$ cat config.mk
export PLATFORM = sky130hd
export DESIGN_NAME = emoc_top
export DESIGN_NICKNAME = d
export VERILOG_FILES = /design/src/emoc_pkg.sv /design/src/emoc_link_if.sv /design/src/emoc_carrier.sv /design/src/emoc_sampler.sv /design/src/emoc_top.sv
export VERILOG_INCLUDE_DIRS = /design/src
export SDC_FILE = /design/constraint.sdc
export NUM_CORES = 1
export LEC_CHECK = 0
export BUFFER_PORTS_ARGS = -buffer_cell sky130_fd_sc_hd__buf_2
export CORE_ASPECT_RATIO = 0.6
export CORE_MARGIN = 4
export CORE_UTILIZATION = 50
export CTS_CLUSTER_DIAMETER = 60
export DETAILED_ROUTE_END_ITERATION = 6
export GPL_TIMING_DRIVEN = 1
export PLACE_DENSITY = 0.79
export SLEW_MARGIN = 40
export SYNTH_ARGS = -nofsm -noshare
export SYNTH_HDL_FRONTEND = slang
export SYNTH_HIERARCHICAL = 1
export SYNTH_SLANG_ARGS = --single-unit
$ cat constraint.sdc
create_clock -name sys_clk_i -period 5.2 [get_ports sys_clk_i]
set_clock_uncertainty 0.15 [all_clocks]
set_input_delay 0.26 -clock sys_clk_i [delete_from_list [all_inputs] [get_ports sys_clk_i]]
set_output_delay 0.26 -clock sys_clk_i [all_outputs]
set_load 0.1 [all_outputs]
$ cat src/emoc_defines.svh
// Purpose: Offsets, field positions, reset values and timing figures
// Assumes: Registers are 32-bit words at byte address 4 x index
// Notes:   Definitions only
`ifndef EMOC_DEFINES_SVH
`define EMOC_DEFINES_SVH

// Register indices
`define EMOC_IDX_MASK  6'h1a
`define EMOC_IDX_OCTL  6'h1b
`define EMOC_IDX_CFG   6'h30
`define EMOC_IDX_STAT  6'h31
`define EMOC_IDX_IRQ   6'h32
`define EMOC_IDX_IEN   6'h33
`define EMOC_IDX_ANG   6'h34

// Reset values and writable bits
`define EMOC_MASK_RST  24'h000080
`define EMOC_MASK_USED 24'heffeff
`define EMOC_OCTL_RST  26'h0000000
`define EMOC_OCTL_USED 26'h3ff7fff
`define EMOC_CFG_RST   15'h0000
`define EMOC_CFG_USED  15'h700f

// Field positions
`define EMOC_OCTL_ADJ   24
`define EMOC_OCTL_PWMEN 23
`define EMOC_OCTL_BAND  20
`define EMOC_OCTL_STEP  16
`define EMOC_OCTL_HYST  14
`define EMOC_MASK_PLL   7
`define EMOC_CFG_SADR   0
`define EMOC_CFG_DADR   1
`define EMOC_CFG_ZSLOT  2
`define EMOC_CFG_NOSMP  3
`define EMOC_CFG_MODE  12

// Interrupt event count and function pulse minimum
`define EMOC_IRQ_W     5
`define EMOC_FP_MIN    8'd9

// Timing
`define EMOC_CLK_NS       10
`define EMOC_CAR_BASE_NS  280000
`define EMOC_CAR_STEP_NS  2500
`endif

$ cat src/emoc_pkg.sv
// Purpose: Types shared by the output configuration block
// Assumes: Nothing
// Notes:   Enum order gives the documented mode codes
package emoc_pkg;
  typedef enum logic [2:0] {
    EMOC_SENT_OFF, EMOC_SENT_STR, EMOC_SENT_STRP, EMOC_SENT_TRG,
    EMOC_SENT_TRGL, EMOC_SENT_ADR, EMOC_SENT_SEQ, EMOC_SENT_SEQL
  } emoc_field_a_t;
  typedef enum logic [1:0] {EMOC_PIN_SPI, EMOC_PIN_SENT, EMOC_PIN_PWM} emoc_pin_t;
  typedef enum logic {EMOC_BUS_IDLE, EMOC_BUS_ACK} emoc_bus_t;
endpackage

$ cat src/emoc_link_if.sv
// Purpose: Carries configuration and results between top and helpers
// Assumes: Single clock domain
// Notes:   No clocking block
`timescale 1ns/1ps
interface emoc_link_if;
  import emoc_pkg::*;
  logic            pwm_run;
  logic [2:0]      band;
  logic [3:0]      step;
  logic            car_tick;
  logic [19:0]     period;
  logic            no_samp;
  logic            zero_samp;
  logic            diag_addr;
  logic            samp_addr;
  logic [1:0]      function_pulse_adjust;
  emoc_field_a_t mode;
  logic            hold;
  logic            diag;
  logic            fp_out;
  modport ctl (output pwm_run, band, step, no_samp, zero_samp, diag_addr,
               samp_addr, function_pulse_adjust, mode, input car_tick, period, hold, diag, fp_out);
  modport car (input pwm_run, band, step, output car_tick, period);
  modport smp (input no_samp, zero_samp, diag_addr, samp_addr, function_pulse_adjust, mode,
               output hold, diag, fp_out);
endinterface

$ cat src/emoc_carrier.sv
// Purpose: PWM carrier period and one-cycle carrier tick
// Assumes: Band and step are register outputs on the same clock
// Notes:   Period = base + step x ((16 + step field) << band)
`timescale 1ns/1ps
module emoc_carrier #(
  parameter int unsigned BASE_CYC = 28000,
  parameter int unsigned STEP_CYC = 250
) (
  // Clock and reset
  input wire logic sys_clk_i,
  input wire logic rst_i,
  // Link to top
  emoc_link_if.car lnk
);
  import emoc_pkg::*;

  logic [19:0] cnt_r;
  logic [19:0] period_r;
  logic        tick_r;

  // Closed form of the carrier table, 3125 Hz down to 98 Hz
  function automatic logic [19:0] car_period(input logic [2:0] band,
                                             input logic [3:0] step);
    logic [11:0] units;
    units = 12'((12'd16 + {8'h00, step}) << band);
    car_period = 20'(BASE_CYC + STEP_CYC * units);
  endfunction

  // Counter restarts whenever PWM is off, so a new carrier starts clean
  always_ff @(posedge sys_clk_i)
  begin
    period_r <= car_period(lnk.band, lnk.step);
    if (rst_i || !lnk.pwm_run)
    begin
      cnt_r  <= 20'h00000;
      tick_r <= 1'b0;
    end
    else if (cnt_r >= period_r - 20'h00001)
    begin
      cnt_r  <= 20'h00000;
      tick_r <= 1'b1;
    end
    else
    begin
      cnt_r  <= cnt_r + 20'h00001;
      tick_r <= 1'b0;
    end
  end

  assign lnk.car_tick = tick_r;
  assign lnk.period   = period_r;
endmodule

$ cat src/emoc_sampler.sv
// Purpose: Sample-and-hold, diagnostic entry and output pulse decisions
// Assumes: Pulse inputs are one-cycle strobes on sys_clk_i
// Notes:   All results are registered one cycle after the strobe
`timescale 1ns/1ps
`include "emoc_defines.svh"
module emoc_sampler (
  // Clock and reset
  input wire logic       sys_clk_i,
  input wire logic       rst_i,
  // Function pulse strobes
  input wire logic       fp_sample_i,
  input wire logic       fp_diag_i,
  input wire logic       fp_addr_match_i,
  input wire logic       slot_zero_i,
  input wire logic       low_done_i,
  input wire logic [7:0] low_ticks_i,
  // Link to top
  emoc_link_if.smp       lnk
);
  import emoc_pkg::*;

  logic       hold_r;
  logic       diag_r;
  logic       fp_r;
  wire        seq_w   = (lnk.mode == EMOC_SENT_SEQ) || (lnk.mode == EMOC_SENT_SEQL);
  wire        long_w  = (lnk.mode == EMOC_SENT_SEQL);
  // No-sample blocks pulses; addressing narrows them to this device
  wire        pulse_w = fp_sample_i && !lnk.no_samp
                        && (!lnk.samp_addr || fp_addr_match_i);
  wire        slot_w  = slot_zero_i && lnk.zero_samp && seq_w;
  wire        diag_w  = fp_diag_i && (!lnk.diag_addr || fp_addr_match_i);
  // Raised threshold only in long mode, 9 to 12 ticks
  wire [7:0]  min_w   = `EMOC_FP_MIN + (long_w ? {6'h00, lnk.function_pulse_adjust} : 8'h00);
  wire        fpo_w   = low_done_i && (low_ticks_i >= min_w);

  // Registered decisions
  always_ff @(posedge sys_clk_i)
  begin
    if (rst_i)
    begin
      hold_r <= 1'b0;
      diag_r <= 1'b0;
      fp_r   <= 1'b0;
    end
    else
    begin
      hold_r <= pulse_w || slot_w;
      diag_r <= diag_w;
      fp_r   <= fpo_w;
    end
  end

  assign lnk.hold   = hold_r;
  assign lnk.diag   = diag_r;
  assign lnk.fp_out = fp_r;
endmodule

$ cat src/emoc_top.sv
// Purpose: Error mask and output control registers of the angle output path
// Assumes: Avalon-MM slave, byte address, one 32-bit word per register
// Notes:   All event inputs are logic on sys_clk_i, so none is synchronised
//
// Local design decision: the Avalon-MM interface to the registers.
`timescale 1ns/1ps
`include "emoc_defines.svh"

// Functional notes
// - No-sample bit blocks sample pulse holds
// - Zero-slot bit samples when slot returns zero
// - Diag addressing bit gates diagnostic entry
// - Sample addressing bit gates sample pulses
// - Mask bit keeps flag from summary error
// - Masks suppress soft errors, never hard
// - Each mask bit blocks own flag only
// - Watchdog-named mask bit covers oscillator fault
// - Pll unlock always a hard error
// - Long mode raises function pulse minimum
// - Pwm enable wins pin, disables sent
// - Neither enabled gives spi on pin
// - Band and step fields pick carrier
// - Hysteresis enable applies output hysteresis
// - Slot-zero sampling only in sequential modes
module emoc_top #(
  parameter int unsigned CAR_BASE_CYC = `EMOC_CAR_BASE_NS / `EMOC_CLK_NS,
  parameter int unsigned CAR_STEP_CYC = `EMOC_CAR_STEP_NS / `EMOC_CLK_NS
) (
  // Clock and reset
  input  wire logic              sys_clk_i,
  input  wire logic              rst_i,
  // Avalon-MM slave
  input  wire logic [7:0]        avs_address_i,
  input  wire logic              avs_read_i,
  input  wire logic              avs_write_i,
  input  wire logic [31:0]       avs_writedata_i,
  input  wire logic [3:0]        avs_byteenable_i,
  output      logic [31:0]       avs_readdata_o,
  output      logic              avs_waitrequest_o,
  // Error sources
  input  wire logic [23:0]       err_flags_i,
  input  wire logic [23:0]       soft_flags_i,
  input  wire logic              hard_flags_i,
  // Function pulses and angle
  input  wire logic              fp_sample_i,
  input  wire logic              fp_diag_i,
  input  wire logic              fp_addr_match_i,
  input  wire logic              slot_zero_i,
  input  wire logic              low_done_i,
  input  wire logic [7:0]        low_ticks_i,
  input  wire logic [15:0]       angle_i,
  // Output path control
  output      logic              summary_error_o,
  output      logic              sent_soft_err_o,
  output      logic              sent_hard_err_o,
  output      emoc_pkg::emoc_pin_t       pin_mode_o,
  output      emoc_pkg::emoc_field_a_t field_a_o,
  output      logic              carrier_tick_o,
  output      logic [19:0]       carrier_period_o,
  output      logic              hyst_en_o,
  output      logic [15:0]       held_angle_o,
  output      logic              hold_o,
  output      logic              diag_enter_o,
  output      logic              fp_out_o,
  output      logic              irq_o
);
  import emoc_pkg::*;

  emoc_link_if lnk ();

  // Registers
  emoc_bus_t                bus_st_r;
  logic [23:0]              mask_r;
  logic [25:0]              octl_r;
  logic [14:0]              cfg_r;
  logic [`EMOC_IRQ_W-1:0]   irq_sts_r;
  logic [`EMOC_IRQ_W-1:0]   irq_ien_r;
  logic [15:0]              angle_d_r;

  // Byte-lane merge, shared by every writable register
  function automatic logic [31:0] be_merge(input logic [31:0] old,
                                           input logic [31:0] wdat,
                                           input logic [3:0]  be);
    logic [31:0] res;
    res = old;
    for (int i = 0; i < 4; i++)
    begin
      if (be[i])
      begin
        res[i*8 +: 8] = wdat[i*8 +: 8];
      end
    end
    be_merge = res;
  endfunction

  // Bus decode
  wire [5:0]  idx_w    = avs_address_i[7:2];
  wire        req_w    = avs_read_i || avs_write_i;
  wire        ack_w    = (bus_st_r == EMOC_BUS_ACK);
  wire        wr_go_w  = avs_write_i && ack_w;
  wire        rd_go_w  = avs_read_i && ack_w;
  wire        wr_mask_w = wr_go_w && (idx_w == `EMOC_IDX_MASK);
  wire        wr_octl_w = wr_go_w && (idx_w == `EMOC_IDX_OCTL);
  wire        wr_cfg_w = wr_go_w && (idx_w == `EMOC_IDX_CFG);
  wire        wr_ien_w = wr_go_w && (idx_w == `EMOC_IDX_IEN);
  wire        rd_irq_w = rd_go_w && (idx_w == `EMOC_IDX_IRQ);

  // Writes keep only populated bits; bits 20 and 8 of the mask stay zero
  wire [31:0] mask_wr_w = be_merge({8'h00, mask_r}, avs_writedata_i, avs_byteenable_i);
  wire [31:0] octl_wr_w = be_merge({6'h00, octl_r}, avs_writedata_i, avs_byteenable_i);
  wire [31:0] cfg_wr_w = be_merge({17'h00000, cfg_r}, avs_writedata_i, avs_byteenable_i);
  wire [31:0] ien_wr_w = be_merge({27'h0000000, irq_ien_r}, avs_writedata_i,
                                  avs_byteenable_i);
  wire [23:0] mask_nxt = mask_wr_w[23:0] & `EMOC_MASK_USED;
  wire [25:0] octl_nxt = octl_wr_w[25:0] & `EMOC_OCTL_USED;
  wire [14:0] cfg_nxt  = cfg_wr_w[14:0] & `EMOC_CFG_USED;

  // Configuration fields
  wire             pwm_en_w = octl_r[`EMOC_OCTL_PWMEN];
  emoc_field_a_t mode_w;
  assign mode_w = emoc_field_a_t'(cfg_r[`EMOC_CFG_MODE +: 3]);

  // Summary error: mask bit n blocks flag n only; bit 4 covers the oscillator fault
  wire [23:0] eff_err_w  = err_flags_i & ~mask_r & `EMOC_MASK_USED;
  wire        sum_nxt    = |eff_err_w;
  // Soft flags obey the mask, hard flags and pll unlock never do
  wire        soft_nxt   = |(soft_flags_i & ~mask_r & `EMOC_MASK_USED);
  wire        hard_nxt   = hard_flags_i || err_flags_i[`EMOC_MASK_PLL];

  // Pin selection: pwm first, then sent, else spi data out
  emoc_pin_t       pin_nxt;
  emoc_field_a_t smode_nxt;
  assign pin_nxt   = pwm_en_w ? EMOC_PIN_PWM :
                     (mode_w != EMOC_SENT_OFF) ? EMOC_PIN_SENT : EMOC_PIN_SPI;
  assign smode_nxt = pwm_en_w ? EMOC_SENT_OFF : mode_w;

  // Interrupt events: summary rise, hard rise, diag, hold, output pulse
  wire [`EMOC_IRQ_W-1:0] ev_w  = {lnk.fp_out, lnk.hold, lnk.diag,
                                  hard_nxt && !sent_hard_err_o,
                                  sum_nxt && !summary_error_o};
  // Only bits that were returned by the read are cleared, so a new event wins
  wire [`EMOC_IRQ_W-1:0] clr_w = rd_irq_w ? avs_readdata_o[`EMOC_IRQ_W-1:0]
                                          : {`EMOC_IRQ_W{1'b0}};
  wire [`EMOC_IRQ_W-1:0] irq_nxt = (irq_sts_r & ~clr_w) | ev_w;

  // Read mux; unmapped addresses read zero
  logic [31:0] rd_mux;
  assign rd_mux =
    (idx_w == `EMOC_IDX_MASK) ? {8'h00, mask_r} :
    (idx_w == `EMOC_IDX_OCTL) ? {6'h00, octl_r} :
    (idx_w == `EMOC_IDX_CFG)  ? {17'h00000, cfg_r} :
    (idx_w == `EMOC_IDX_STAT) ? {24'h000000, pin_mode_o, sent_hard_err_o,
                                 sent_soft_err_o, summary_error_o, 3'h0} :
    (idx_w == `EMOC_IDX_IRQ)  ? {27'h0000000, irq_sts_r} :
    (idx_w == `EMOC_IDX_IEN)  ? {27'h0000000, irq_ien_r} :
    (idx_w == `EMOC_IDX_ANG)  ? {16'h0000, held_angle_o} : 32'h00000000;

  // Link configuration to helpers
  assign lnk.pwm_run   = pwm_en_w;
  assign lnk.band      = octl_r[`EMOC_OCTL_BAND +: 3];
  assign lnk.step      = octl_r[`EMOC_OCTL_STEP +: 4];
  assign lnk.no_samp   = cfg_r[`EMOC_CFG_NOSMP];
  assign lnk.zero_samp = cfg_r[`EMOC_CFG_ZSLOT];
  assign lnk.diag_addr = cfg_r[`EMOC_CFG_DADR];
  assign lnk.samp_addr = cfg_r[`EMOC_CFG_SADR];
  assign lnk.function_pulse_adjust    = octl_r[`EMOC_OCTL_ADJ +: 2];
  assign lnk.mode      = mode_w;

  emoc_carrier #(
    .BASE_CYC (CAR_BASE_CYC),
    .STEP_CYC (CAR_STEP_CYC)
  ) u_car (
    .sys_clk_i (sys_clk_i),
    .rst_i     (rst_i),
    .lnk       (lnk.car)
  );

  emoc_sampler u_smp (
    .sys_clk_i       (sys_clk_i),
    .rst_i           (rst_i),
    .fp_sample_i     (fp_sample_i),
    .fp_diag_i       (fp_diag_i),
    .fp_addr_match_i (fp_addr_match_i),
    .slot_zero_i     (slot_zero_i),
    .low_done_i      (low_done_i),
    .low_ticks_i     (low_ticks_i),
    .lnk             (lnk.smp)
  );

  // Bus handshake: one wait cycle, then a single-cycle acknowledge
  always_ff @(posedge sys_clk_i)
  begin
    if (rst_i)
    begin
      bus_st_r          <= EMOC_BUS_IDLE;
      avs_waitrequest_o <= 1'b1;
      avs_readdata_o    <= 32'h00000000;
    end
    else if (!ack_w && req_w)
    begin
      bus_st_r          <= EMOC_BUS_ACK;
      avs_waitrequest_o <= 1'b0;
      avs_readdata_o    <= avs_read_i ? rd_mux : 32'h00000000;
    end
    else
    begin
      bus_st_r          <= EMOC_BUS_IDLE;
      avs_waitrequest_o <= 1'b1;
    end
  end

  // Software registers; the pll mask resets set for sent use
  always_ff @(posedge sys_clk_i)
  begin
    if (rst_i)
    begin
      mask_r    <= `EMOC_MASK_RST;
      octl_r    <= `EMOC_OCTL_RST;
      cfg_r     <= `EMOC_CFG_RST;
      irq_ien_r <= {`EMOC_IRQ_W{1'b0}};
      irq_sts_r <= {`EMOC_IRQ_W{1'b0}};
    end
    else
    begin
      if (wr_mask_w) mask_r <= mask_nxt;
      if (wr_octl_w) octl_r <= octl_nxt;
      if (wr_cfg_w) cfg_r <= cfg_nxt;
      if (wr_ien_w) irq_ien_r <= ien_wr_w[`EMOC_IRQ_W-1:0];
      irq_sts_r <= irq_nxt;
    end
  end

  // Error outputs and pin selection, registered for clean outputs
  always_ff @(posedge sys_clk_i)
  begin
    if (rst_i)
    begin
      summary_error_o <= 1'b0;
      sent_soft_err_o <= 1'b0;
      sent_hard_err_o <= 1'b0;
      pin_mode_o      <= EMOC_PIN_SPI;
      field_a_o     <= EMOC_SENT_OFF;
      hyst_en_o       <= 1'b0;
      irq_o           <= 1'b0;
    end
    else
    begin
      summary_error_o <= sum_nxt;
      sent_soft_err_o <= soft_nxt;
      sent_hard_err_o <= hard_nxt;
      pin_mode_o      <= pin_nxt;
      field_a_o     <= smode_nxt;
      hyst_en_o       <= octl_r[`EMOC_OCTL_HYST];
      irq_o           <= |(irq_nxt & irq_ien_r);
    end
  end

  // Held angle: delayed copy lines up with the sampler's registered decision
  always_ff @(posedge sys_clk_i)
  begin
    if (rst_i)
    begin
      angle_d_r        <= 16'h0000;
      held_angle_o     <= 16'h0000;
      hold_o           <= 1'b0;
      diag_enter_o     <= 1'b0;
      fp_out_o         <= 1'b0;
      carrier_tick_o   <= 1'b0;
      carrier_period_o <= 20'h00000;
    end
    else
    begin
      angle_d_r        <= angle_i;
      if (lnk.hold) held_angle_o <= angle_d_r;
      hold_o           <= lnk.hold;
      diag_enter_o     <= lnk.diag;
      fp_out_o         <= lnk.fp_out;
      carrier_tick_o   <= lnk.car_tick;
      carrier_period_o <= lnk.period;
    end
  end

  // Checks
  wire seq_chk = (mode_w == EMOC_SENT_SEQ) || (mode_w == EMOC_SENT_SEQL);
  wire slot_chk = slot_zero_i && cfg_r[`EMOC_CFG_ZSLOT] && seq_chk;

  property p_no_sample;
    @(posedge sys_clk_i) disable iff (rst_i)
      (fp_sample_i && cfg_r[`EMOC_CFG_NOSMP] && !slot_chk) |-> ##2 !hold_o;
  endproperty
  a_no_sample: assert property (p_no_sample)
    else $error("sample pulse held despite no-sample");

  property p_sample_hold;
    @(posedge sys_clk_i) disable iff (rst_i)
      (fp_sample_i && !cfg_r[`EMOC_CFG_NOSMP] && !cfg_r[`EMOC_CFG_SADR])
        |-> ##2 (hold_o && held_angle_o == $past(angle_i, 2));
  endproperty
  a_sample_hold: assert property (p_sample_hold)
    else $error("broadcast sample did not latch angle");

  property p_zero_slot;
    @(posedge sys_clk_i) disable iff (rst_i)
      slot_chk |-> ##2 hold_o;
  endproperty
  a_zero_slot: assert property (p_zero_slot)
    else $error("slot zero did not sample");

  property p_diag;
    @(posedge sys_clk_i) disable iff (rst_i)
      fp_diag_i |-> ##2 (diag_enter_o ==
                         (!$past(cfg_r[`EMOC_CFG_DADR], 2) || $past(fp_addr_match_i, 2)));
  endproperty
  a_diag: assert property (p_diag)
    else $error("diagnostic entry wrong for addressing");

  property p_samp_addr;
    @(posedge sys_clk_i) disable iff (rst_i)
      (fp_sample_i && cfg_r[`EMOC_CFG_SADR] && !fp_addr_match_i && !slot_chk)
        |-> ##2 !hold_o;
  endproperty
  a_samp_addr: assert property (p_samp_addr)
    else $error("unaddressed sample was held");

  property p_summary;
    @(posedge sys_clk_i) disable iff (rst_i)
      ((err_flags_i & ~mask_r & `EMOC_MASK_USED) == 24'h000000) |=> !summary_error_o;
  endproperty
  a_summary: assert property (p_summary)
    else $error("masked flag reached summary error");

  property p_hard;
    @(posedge sys_clk_i) disable iff (rst_i)
      err_flags_i[`EMOC_MASK_PLL] |=> sent_hard_err_o;
  endproperty
  a_hard: assert property (p_hard)
    else $error("pll unlock not reported as hard error");

  property p_soft;
    @(posedge sys_clk_i) disable iff (rst_i)
      ((soft_flags_i & ~mask_r) == 24'h000000) |=> !sent_soft_err_o;
  endproperty
  a_soft: assert property (p_soft)
    else $error("masked soft flag asserted");

  property p_pwm_wins;
    @(posedge sys_clk_i) disable iff (rst_i)
      pwm_en_w |=> (pin_mode_o == EMOC_PIN_PWM && field_a_o == EMOC_SENT_OFF);
  endproperty
  a_pwm_wins: assert property (p_pwm_wins)
    else $error("pwm enable did not take the pin");

  property p_spi_pin;
    @(posedge sys_clk_i) disable iff (rst_i)
      (!pwm_en_w && mode_w == EMOC_SENT_OFF) |=> pin_mode_o == EMOC_PIN_SPI;
  endproperty
  a_spi_pin: assert property (p_spi_pin)
    else $error("pin not spi with both outputs off");

  property p_fp_min;
    @(posedge sys_clk_i) disable iff (rst_i)
      (low_done_i && low_ticks_i < `EMOC_FP_MIN) |-> ##2 !fp_out_o;
  endproperty
  a_fp_min: assert property (p_fp_min)
    else $error("short low pulse taken as function pulse");

  property p_resv;
    @(posedge sys_clk_i) disable iff (rst_i)
      (wr_mask_w || wr_octl_w)
        |=> (mask_r[20] == 1'b0 && mask_r[8] == 1'b0 && octl_r[15] == 1'b0);
  endproperty
  a_resv: assert property (p_resv)
    else $error("unused bit took a written value");

  property p_car_base;
    @(posedge sys_clk_i) disable iff (rst_i)
      (octl_r[`EMOC_OCTL_STEP +: 7] == 7'h00) [*3]
        |-> carrier_period_o == 20'(CAR_BASE_CYC + 16 * CAR_STEP_CYC);
  endproperty
  a_car_base: assert property (p_car_base)
    else $error("carrier period wrong at band 0 step 0");
endmodule

==> flow_summary.json, run 1 <==
{
  "grt_use_met1": 0.3981,
  "violations": "setup timing",
  "drt_iter0_drc": 824,
  "crit_type": "flip-flop to flip-flop",
  "final_nets": 1738,
  "cts_root_buf": "clkbuf_16",
  "drv_slew": 0,
  "synth_compound_area_frac": 0.1296,
  "overflow": 0,
  "ys_ff_latch": 201,
  "cellPowerDensity_nw_per_um2": 237.2,
  "async_reset_ff_frac": 0,
  "finalWirelength_mm": 33.52,
  "syn_inst": 1199,
  "grt.total_usage": 0.2652,
  "fin_cells": 1798,
  "fin_crit_sh": 1.029,
  "dieArea_um2": 24430,
  "tritoncts": "done",
  "gp_congestion": 0.9908,
  "synth-xor-area-share": 0.04316,
  "fin_ws_ps": -149.6,
  "firstDrtPassIters": 5,
  "setup.worst_path.end_class": "flip-flop",
  "synthMuxAreaShare": 0.06028,
  "grt_pass1_vias": 9612,
  "setup_violations": 6,
  "cellLeakagePower_nw": 6.599,
  "synthAdderAreaFrac": 0.1464,
  "antenna_found_initial": 1,
  "rsz0062_at_grt": "yes",
  "top_usage_layer": "met1",
  "tightestPinTransition_ps": 829.1,
  "synth_area_um2": 10960,
  "grt_first_pass_wirelength_mm": 51.35,
  "synth-edff-count": 0,
  "period_needed_ps": 5350,
  "cp-start-kind": "flip-flop",
  "status": "complete, but fails checks",
  "syn2layout_area_growth_pct": 30.07,
  "final_area_um2": 14250,
  "cts.path.max_buffers": 3,
  "synth_top_cell_by_area": "dfxtp_1",
  "synth_top_family_by_area": "simple AND/OR/NAND/NOR gates",
  "initial_core_util": 0.5148,
  "multi_input_area_um2": 6620,
  "seq_area_frac_synth": 0.3672,
  "hp-class": "input port to flip-flop",
  "die_w_um": 199.1,
  "num-fill-cells": 1680,
  "routed_via_density": 5.556,
  "num_vias": 9990,
  "drive_gt1_frac": 0.2554,
  "grtUsageMet2": 0.3873,
  "register_area_um2": 4030,
  "wl_per_cell_um": 18.64,
  "cts_buffers": 20,
  "clkSlewWorstSetupHoldPaths_ps": 60,
  "hold_viol": 0,
  "maxSlewHeadroom": 0.4473,
  "hold_ws_ps": 14.04,
  "drc": 0,
  "synth_top_area_share": 0.3672,
  "synth_ff_type": "dfxtp_1",
  "place_area_um2": 12680,
  "yosysWarnings": 6,
  "place_ws_ps": -164.9,
  "fp-row-count": 41,
  "ys_types": 76,
  "coreArea_um2": 21290,
  "fmax_mhz": 186.9,
  "dp.cells": 1696,
  "crit_required_ps": 5440,
  "ir_drop_mv": 0.2146,
  "clock-sinks": 201,
  "synth-simple-area-share": 0.1912,
  "die_h_um": 122.7,
  "dp_hpwl_mm": 25.52,
  "ant_nets": 0,
  "crit_fanout": 8,
  "diodes": 0,
  "grt_max_degree": 78,
  "numPortBuffers": 190,
  "syn_area_per_cell_um2": 9.140,
  "htree_levels": 1,
  "insertion_delay_ps": 500,
  "ios": 209,
  "worstPathArrival_ps": 5590,
  "drv_cap": 0,
  "met3_usage": 0.07325,
  "synthTopCellsByArea": "dfxtp_1 37%, ha_1 7.9%, fa_1 6.8%",
  "utilization": 0.6696
}
[cell families after synthesis]
group,Yosys count
other,2
AO/OA/AOI/OAI,204
AND/OR/NAND/NOR,409
adder cells (fa/ha/maj),106
flip-flops,201
XOR/XNOR,54
buffers and inverters,157
multiplexers,66
[flip-flops by register name, summed over array words and instances (netlist names), 2 cells and up]
| register | flops |
|---|---|
| angle_d_r | 16 |
| avs_readdata_o | 26 |
| carrier_period_o | 20 |
| cfg_r | 7 |
| field_a_o | 3 |
| held_angle_o | 16 |
| irq_ien_r | 5 |
| irq_sts_r | 5 |
| mask_r | 22 |
| octl_r | 25 |
| pin_mode_o | 2 |
| u_car/cnt_r | 20 |
| u_car/lnk.period | 19 |
[synthesized netlist by cell type (29+ instances only)]
cell type and n:
nand2_1 79, nor2b_1 67, nand3_1 29, a21oi_1 44
nor2_1 130, inv_1 103, ha_1 69, o21ai_0 37
dfxtp_1 201, fa_1 37, xnor2_1 40, mux2i_1 66
[cells in the final DEF (no fill, tap or decap), types with 17 or more instances in the layout]
cell type / count
a21oi_1: 40
ha_1: 62
buf_2: 189
dlygate4sd3_1: 53
a21o_1: 17
mux2i_1: 63
xnor2_1: 36
clkbuf_16: 20
o21ai_0: 32
fa_1: 34
nor2b_1: 66
nand2_1: 75
nand3_1: 28
dfxtp_1: 198
inv_1: 93
buf_4: 88
nor2_1: 125
[worst max-delay path, stage by stage (launching register included)]
cell      delay [ps]
dfxtp_4          430
mux2i_4          320
a21oi_4          120
buf_4            150
buf_4            120
buf_4            150
mux2i_4          180
ha_4             150
a21oi_2           30
fa_1             480
fa_1             490
fa_1             520
inv_2             50
ha_4             300
and3b_1          180
a211o_1          250
a311oi_2         310
and2_4           230
a21oi_2           70
or3_4            380
xor2_1           170
[area by class of cell]
type,instances,share of cell area
tap,279,0.02449
clock inverter,5,0.006232
multi-input combinational,846,0.4644
clock buffer,30,0.04055
timing repair buffer,334,0.1543
sequential,201,0.2827
inverter,103,0.02730
[repair_timing]
action	in CTS	in global routing
resized for setup	26	31
pin swaps	10	23
setup endpoints to repair	6	8
hold buffers	53	0
setup buffers	6	8
hold endpoints to repair	83	0
[layer usage]
metal  share of wire  vias to the layer above
li1                -                     4707
met1            0.46                     4757
met2            0.41                      474
met3            0.11                       52
met4           0.016                        0
met5               0                        -
[final timing paths]
kind              depth (start not counted)               start                    to  slack, ps
hold reg to reg                           2  avs_readdata_o[12]    avs_readdata_o[12]        310
setup / recovery                         20          octl_r[20]  u_car/lnk.period[15]       -150
hold / removal                            3    soft_flags_i[15]       sent_soft_err_o         10
setup reg to reg                         20          octl_r[20]  u_car/lnk.period[15]       -150
[power breakdown]
part	internal [W]	switching (W)
registers	0.00156	0.0000230
logic	0.000111	0.000219
clock network	0.000870	0.000595
total	0.00255	0.000836
[per-stage QoR]
| stage | TNS (ps) | power [W] |
|---|---|---|
| 2_1_floorplan | -7.196 | 0.001811 |
| 3_3_place_gp | -32.01 | 0.001906 |
| 3_5_place_dp | -687.9 | 0.001909 |
| 4_1_cts | 0 | 0.003393 |
| 5_1_grt | -1570 | 0.003473 |
| 6_report | -798.1 | 0.003382 |
(Power assumes the default switching activity.)
==> run 2, diff against run 1 <==
--- a/config.mk
+++ b/config.mk
@@ -13,6 +13,7 @@
 export CTS_CLUSTER_DIAMETER = 60
 export DETAILED_ROUTE_END_ITERATION = 6
 export GPL_TIMING_DRIVEN = 1
+export HOLD_SLACK_MARGIN = 0.08
 export PLACE_DENSITY = 0.79
 export SLEW_MARGIN = 40
 export SYNTH_ARGS = -nofsm -noshare
==> run 2 against run 1 <==
- the flow still finishes with violations (setup timing)
- worst setup slack better by 23 ps
- count of clock-buffer cells in the layout unchanged
- critical path depth stayed put
- clock power about the same
- combinational power about the same
- die area unchanged
- power about the same
- global-route usage is 0.13 points higher
- largest cell class unchanged
- largest power group unchanged
==> flow_summary.json, run 2 (synthesis gave the netlist of run 1 again) <==
{
  "ff2ff_path_depth": 20,
  "clock-sinks": 201,
  "path_delay_family": "adder cells",
  "firstDrtPassIters": 5,
  "setup.worst_path.end_class": "flip-flop",
  "tightestPinTransition_ps": 808.1,
  "power_frac_comb": 0.098,
  "drv_slew": 0,
  "ir_drop_mv": 0.2115,
  "multi_input_area_um2": 6620,
  "cellPowerDensity_nw_per_um2": 237.0,
  "register_area_um2": 4030,
  "worstPathArrival_ps": 5560,
  "r2r-start": "octl_r[20]",
  "crit_type": "flip-flop to flip-flop",
  "antenna_found_initial": 0,
  "drive_gt1_frac": 0.2549,
  "drt_iter0_drc": 805,
  "netSwitchingPower_w": 0.0008381,
  "routed_via_density": 5.543,
  "crit_chain": "mux2i_4 > a21oi_4 > buf_4 > buf_4 > buf_4 > mux2i_4 > ha_4 > a21oi_2 > fa_1 > fa_1 > fa_1 > inv_2 > ha_4 > and3b_1 > a211o_1 > a311oi_2 > and2_4 > a21oi_2 > or3_4 > xor2_1",
  "dp_hpwl_mm": 25.52,
  "drc": 0,
  "drv_cap": 0,
  "clkSlewWorstSetupHoldPaths_ps": 60,
  "num_vias": 9983,
  "maxSlewHeadroom": 0.4612,
  "die_w_um": 199.1,
  "cp-start-kind": "flip-flop",
  "crit_required_ps": 5440,
  "fp-row-count": 41,
  "cts.path.max_buffers": 3,
  "largest_register_ff_count": 26,
  "path_buf_inv": 4,
  "diodes": 0,
  "layout_common_cells": "198 x dfxtp_1, 189 x buf_2, 125 x nor2_1",
  "min_to": "summary_error_o",
  "setup_violations": 6,
  "fmax_mhz": 187.7,
  "grt_first_pass_wirelength_mm": 51.45,
  "ant_nets": 0,
  "hp-class": "input port to flip-flop",
  "period_needed_ps": 5327,
  "cts_root_buf": "clkbuf_16",
  "crit_fanout": 8,
  "grt.total_usage": 0.2665,
  "status": "complete, but fails checks",
  "top_regs": "avs_readdata_o x26, octl_r x25, mask_r x22",
  "utilization": 0.6710,
  "fin_crit_sh": 1.024,
  "cts_buffers": 20,
  "min_from": "err_flags_i[1]",
  "routed.top_layer": "met4",
  "htree_levels": 1,
  "overflow": 0,
  "dr_wl_met3_mm": 3.479,
  "finalWirelength_mm": 33.69,
  "insertion_delay_ps": 500,
  "grt_max_degree": 78,
  "p_seq_frac": 0.469,
  "switching_share": 0.2476,
  "rsz0062_at_grt": "yes",
  "wl_met2_mm": 13.95,
  "wl_met1_mm": 15.74,
  "fin_ws_ps": -126.7,
  "tritoncts": "done",
  "coreArea_um2": 21290,
  "dieArea_um2": 24430,
  "numPortBuffers": 190,
  "cellLeakagePower_nw": 6.613,
  "wl_per_cell_um": 18.71,
  "r2r-end": "u_car/lnk.period[15]",
  "violations": "setup timing",
  "regToRegSetupSlack_ps": -130,
  "final_common_cell": "dfxtp_1",
  "final_nets": 1741,
  "die_h_um": 122.7,
  "largest-register": "avs_readdata_o",
  "worst_path_max_delay_cell": "fa_1",
  "finalPower_w": 0.003385,
  "syn2layout_area_growth_pct": 30.35,
  "num-fill-cells": 1683,
  "min_delay_path_depth": 5,
  "gp_congestion": 0.9908,
  "grt_pass1_vias": 9637,
  "initial_core_util": 0.5148,
  "hold_viol": 0,
  "ios": 209,
  "slowest_delay_ps": 520,
  "internal_power_w": 0.002547,
  "power.share.clock": 0.433,
  "hold_ws_ps": 89.99
}
## run 2: stage by stage
step / setup slack [ps] / area [um^2] / std cells / TNS (ps)
CTS: 5.075 / 14100 / 1793 / 0
finish: -126.7 / 14290 / 1801 / -667.6
detailed placement: -164.9 / 12680 / 1696 / -687.9
global route: -284.1 / 14290 / 1801 / -1572
floorplan: -7.196 / 11100 / 1204 / -7.196
global placement: -32.01 / 12680 / 1695 / -32.01
## run 2: power groups by stage
stage               Sequential (W)  Combinational (W)  Clock, W
floorplan                  0.00169           0.000118         0
global route               0.00159           0.000351   0.00154
detailed placement         0.00162           0.000288         0
CTS                        0.00159           0.000323   0.00148
global placement           0.00162           0.000286         0
finish                     0.00159           0.000331   0.00147
## run 2: cell type report
type,count,share of cell area
Multi-Input combinational cell,846,0.4634
Sequential cell,201,0.2821
Timing Repair Buffer,337,0.1561
Clock buffer,30,0.04047
Inverter,103,0.02724
Tap cell,279,0.02444
Clock inverter,5,0.006219
## run 2: layer usage
metal  track usage  vias up
li1              -     4708
met1        0.3981     4780
met2        0.3902      446
met3       0.07517       49
met4       0.04355        0
met5             0        -
## run 2: how the worst max path moves through the flow
stage | start | end | cells past startpoint
after global placement | octl_r[20] | u_car/lnk.period[19] | 20
after global routing | octl_r[20] | u_car/lnk.period[19] | 20
after floorplan | octl_r[22] | u_car/lnk.period[19] | 19
final | octl_r[20] | u_car/lnk.period[15] | 20
after detailed placement | octl_r[20] | u_car/lnk.period[16] | 20
after CTS | octl_r[20] | u_car/lnk.period[19] | 20
## run 2: timing repair
item                                    4_1_cts  5_1_grt
pin swaps                                    10       23
resized for setup                            26       31
endpoints found under the hold margin        84        0
setup buffers                                 6        8
hold buffers                                 56        0
endpoints found under the setup margin        6        8
## run 2: worst register-to-register path, cell delays in order, from the launching register on
cell	delay, ps
dfxtp_4	430
mux2i_4	320
a21oi_4	120
buf_4	150
buf_4	120
buf_4	150
mux2i_4	180
ha_4	150
a21oi_2	30
fa_1	480
fa_1	490
fa_1	520
inv_2	50
ha_4	300
and3b_1	180
a211o_1	250
a311oi_2	300
and2_4	230
a21oi_2	60
or3_4	370
xor2_1	170
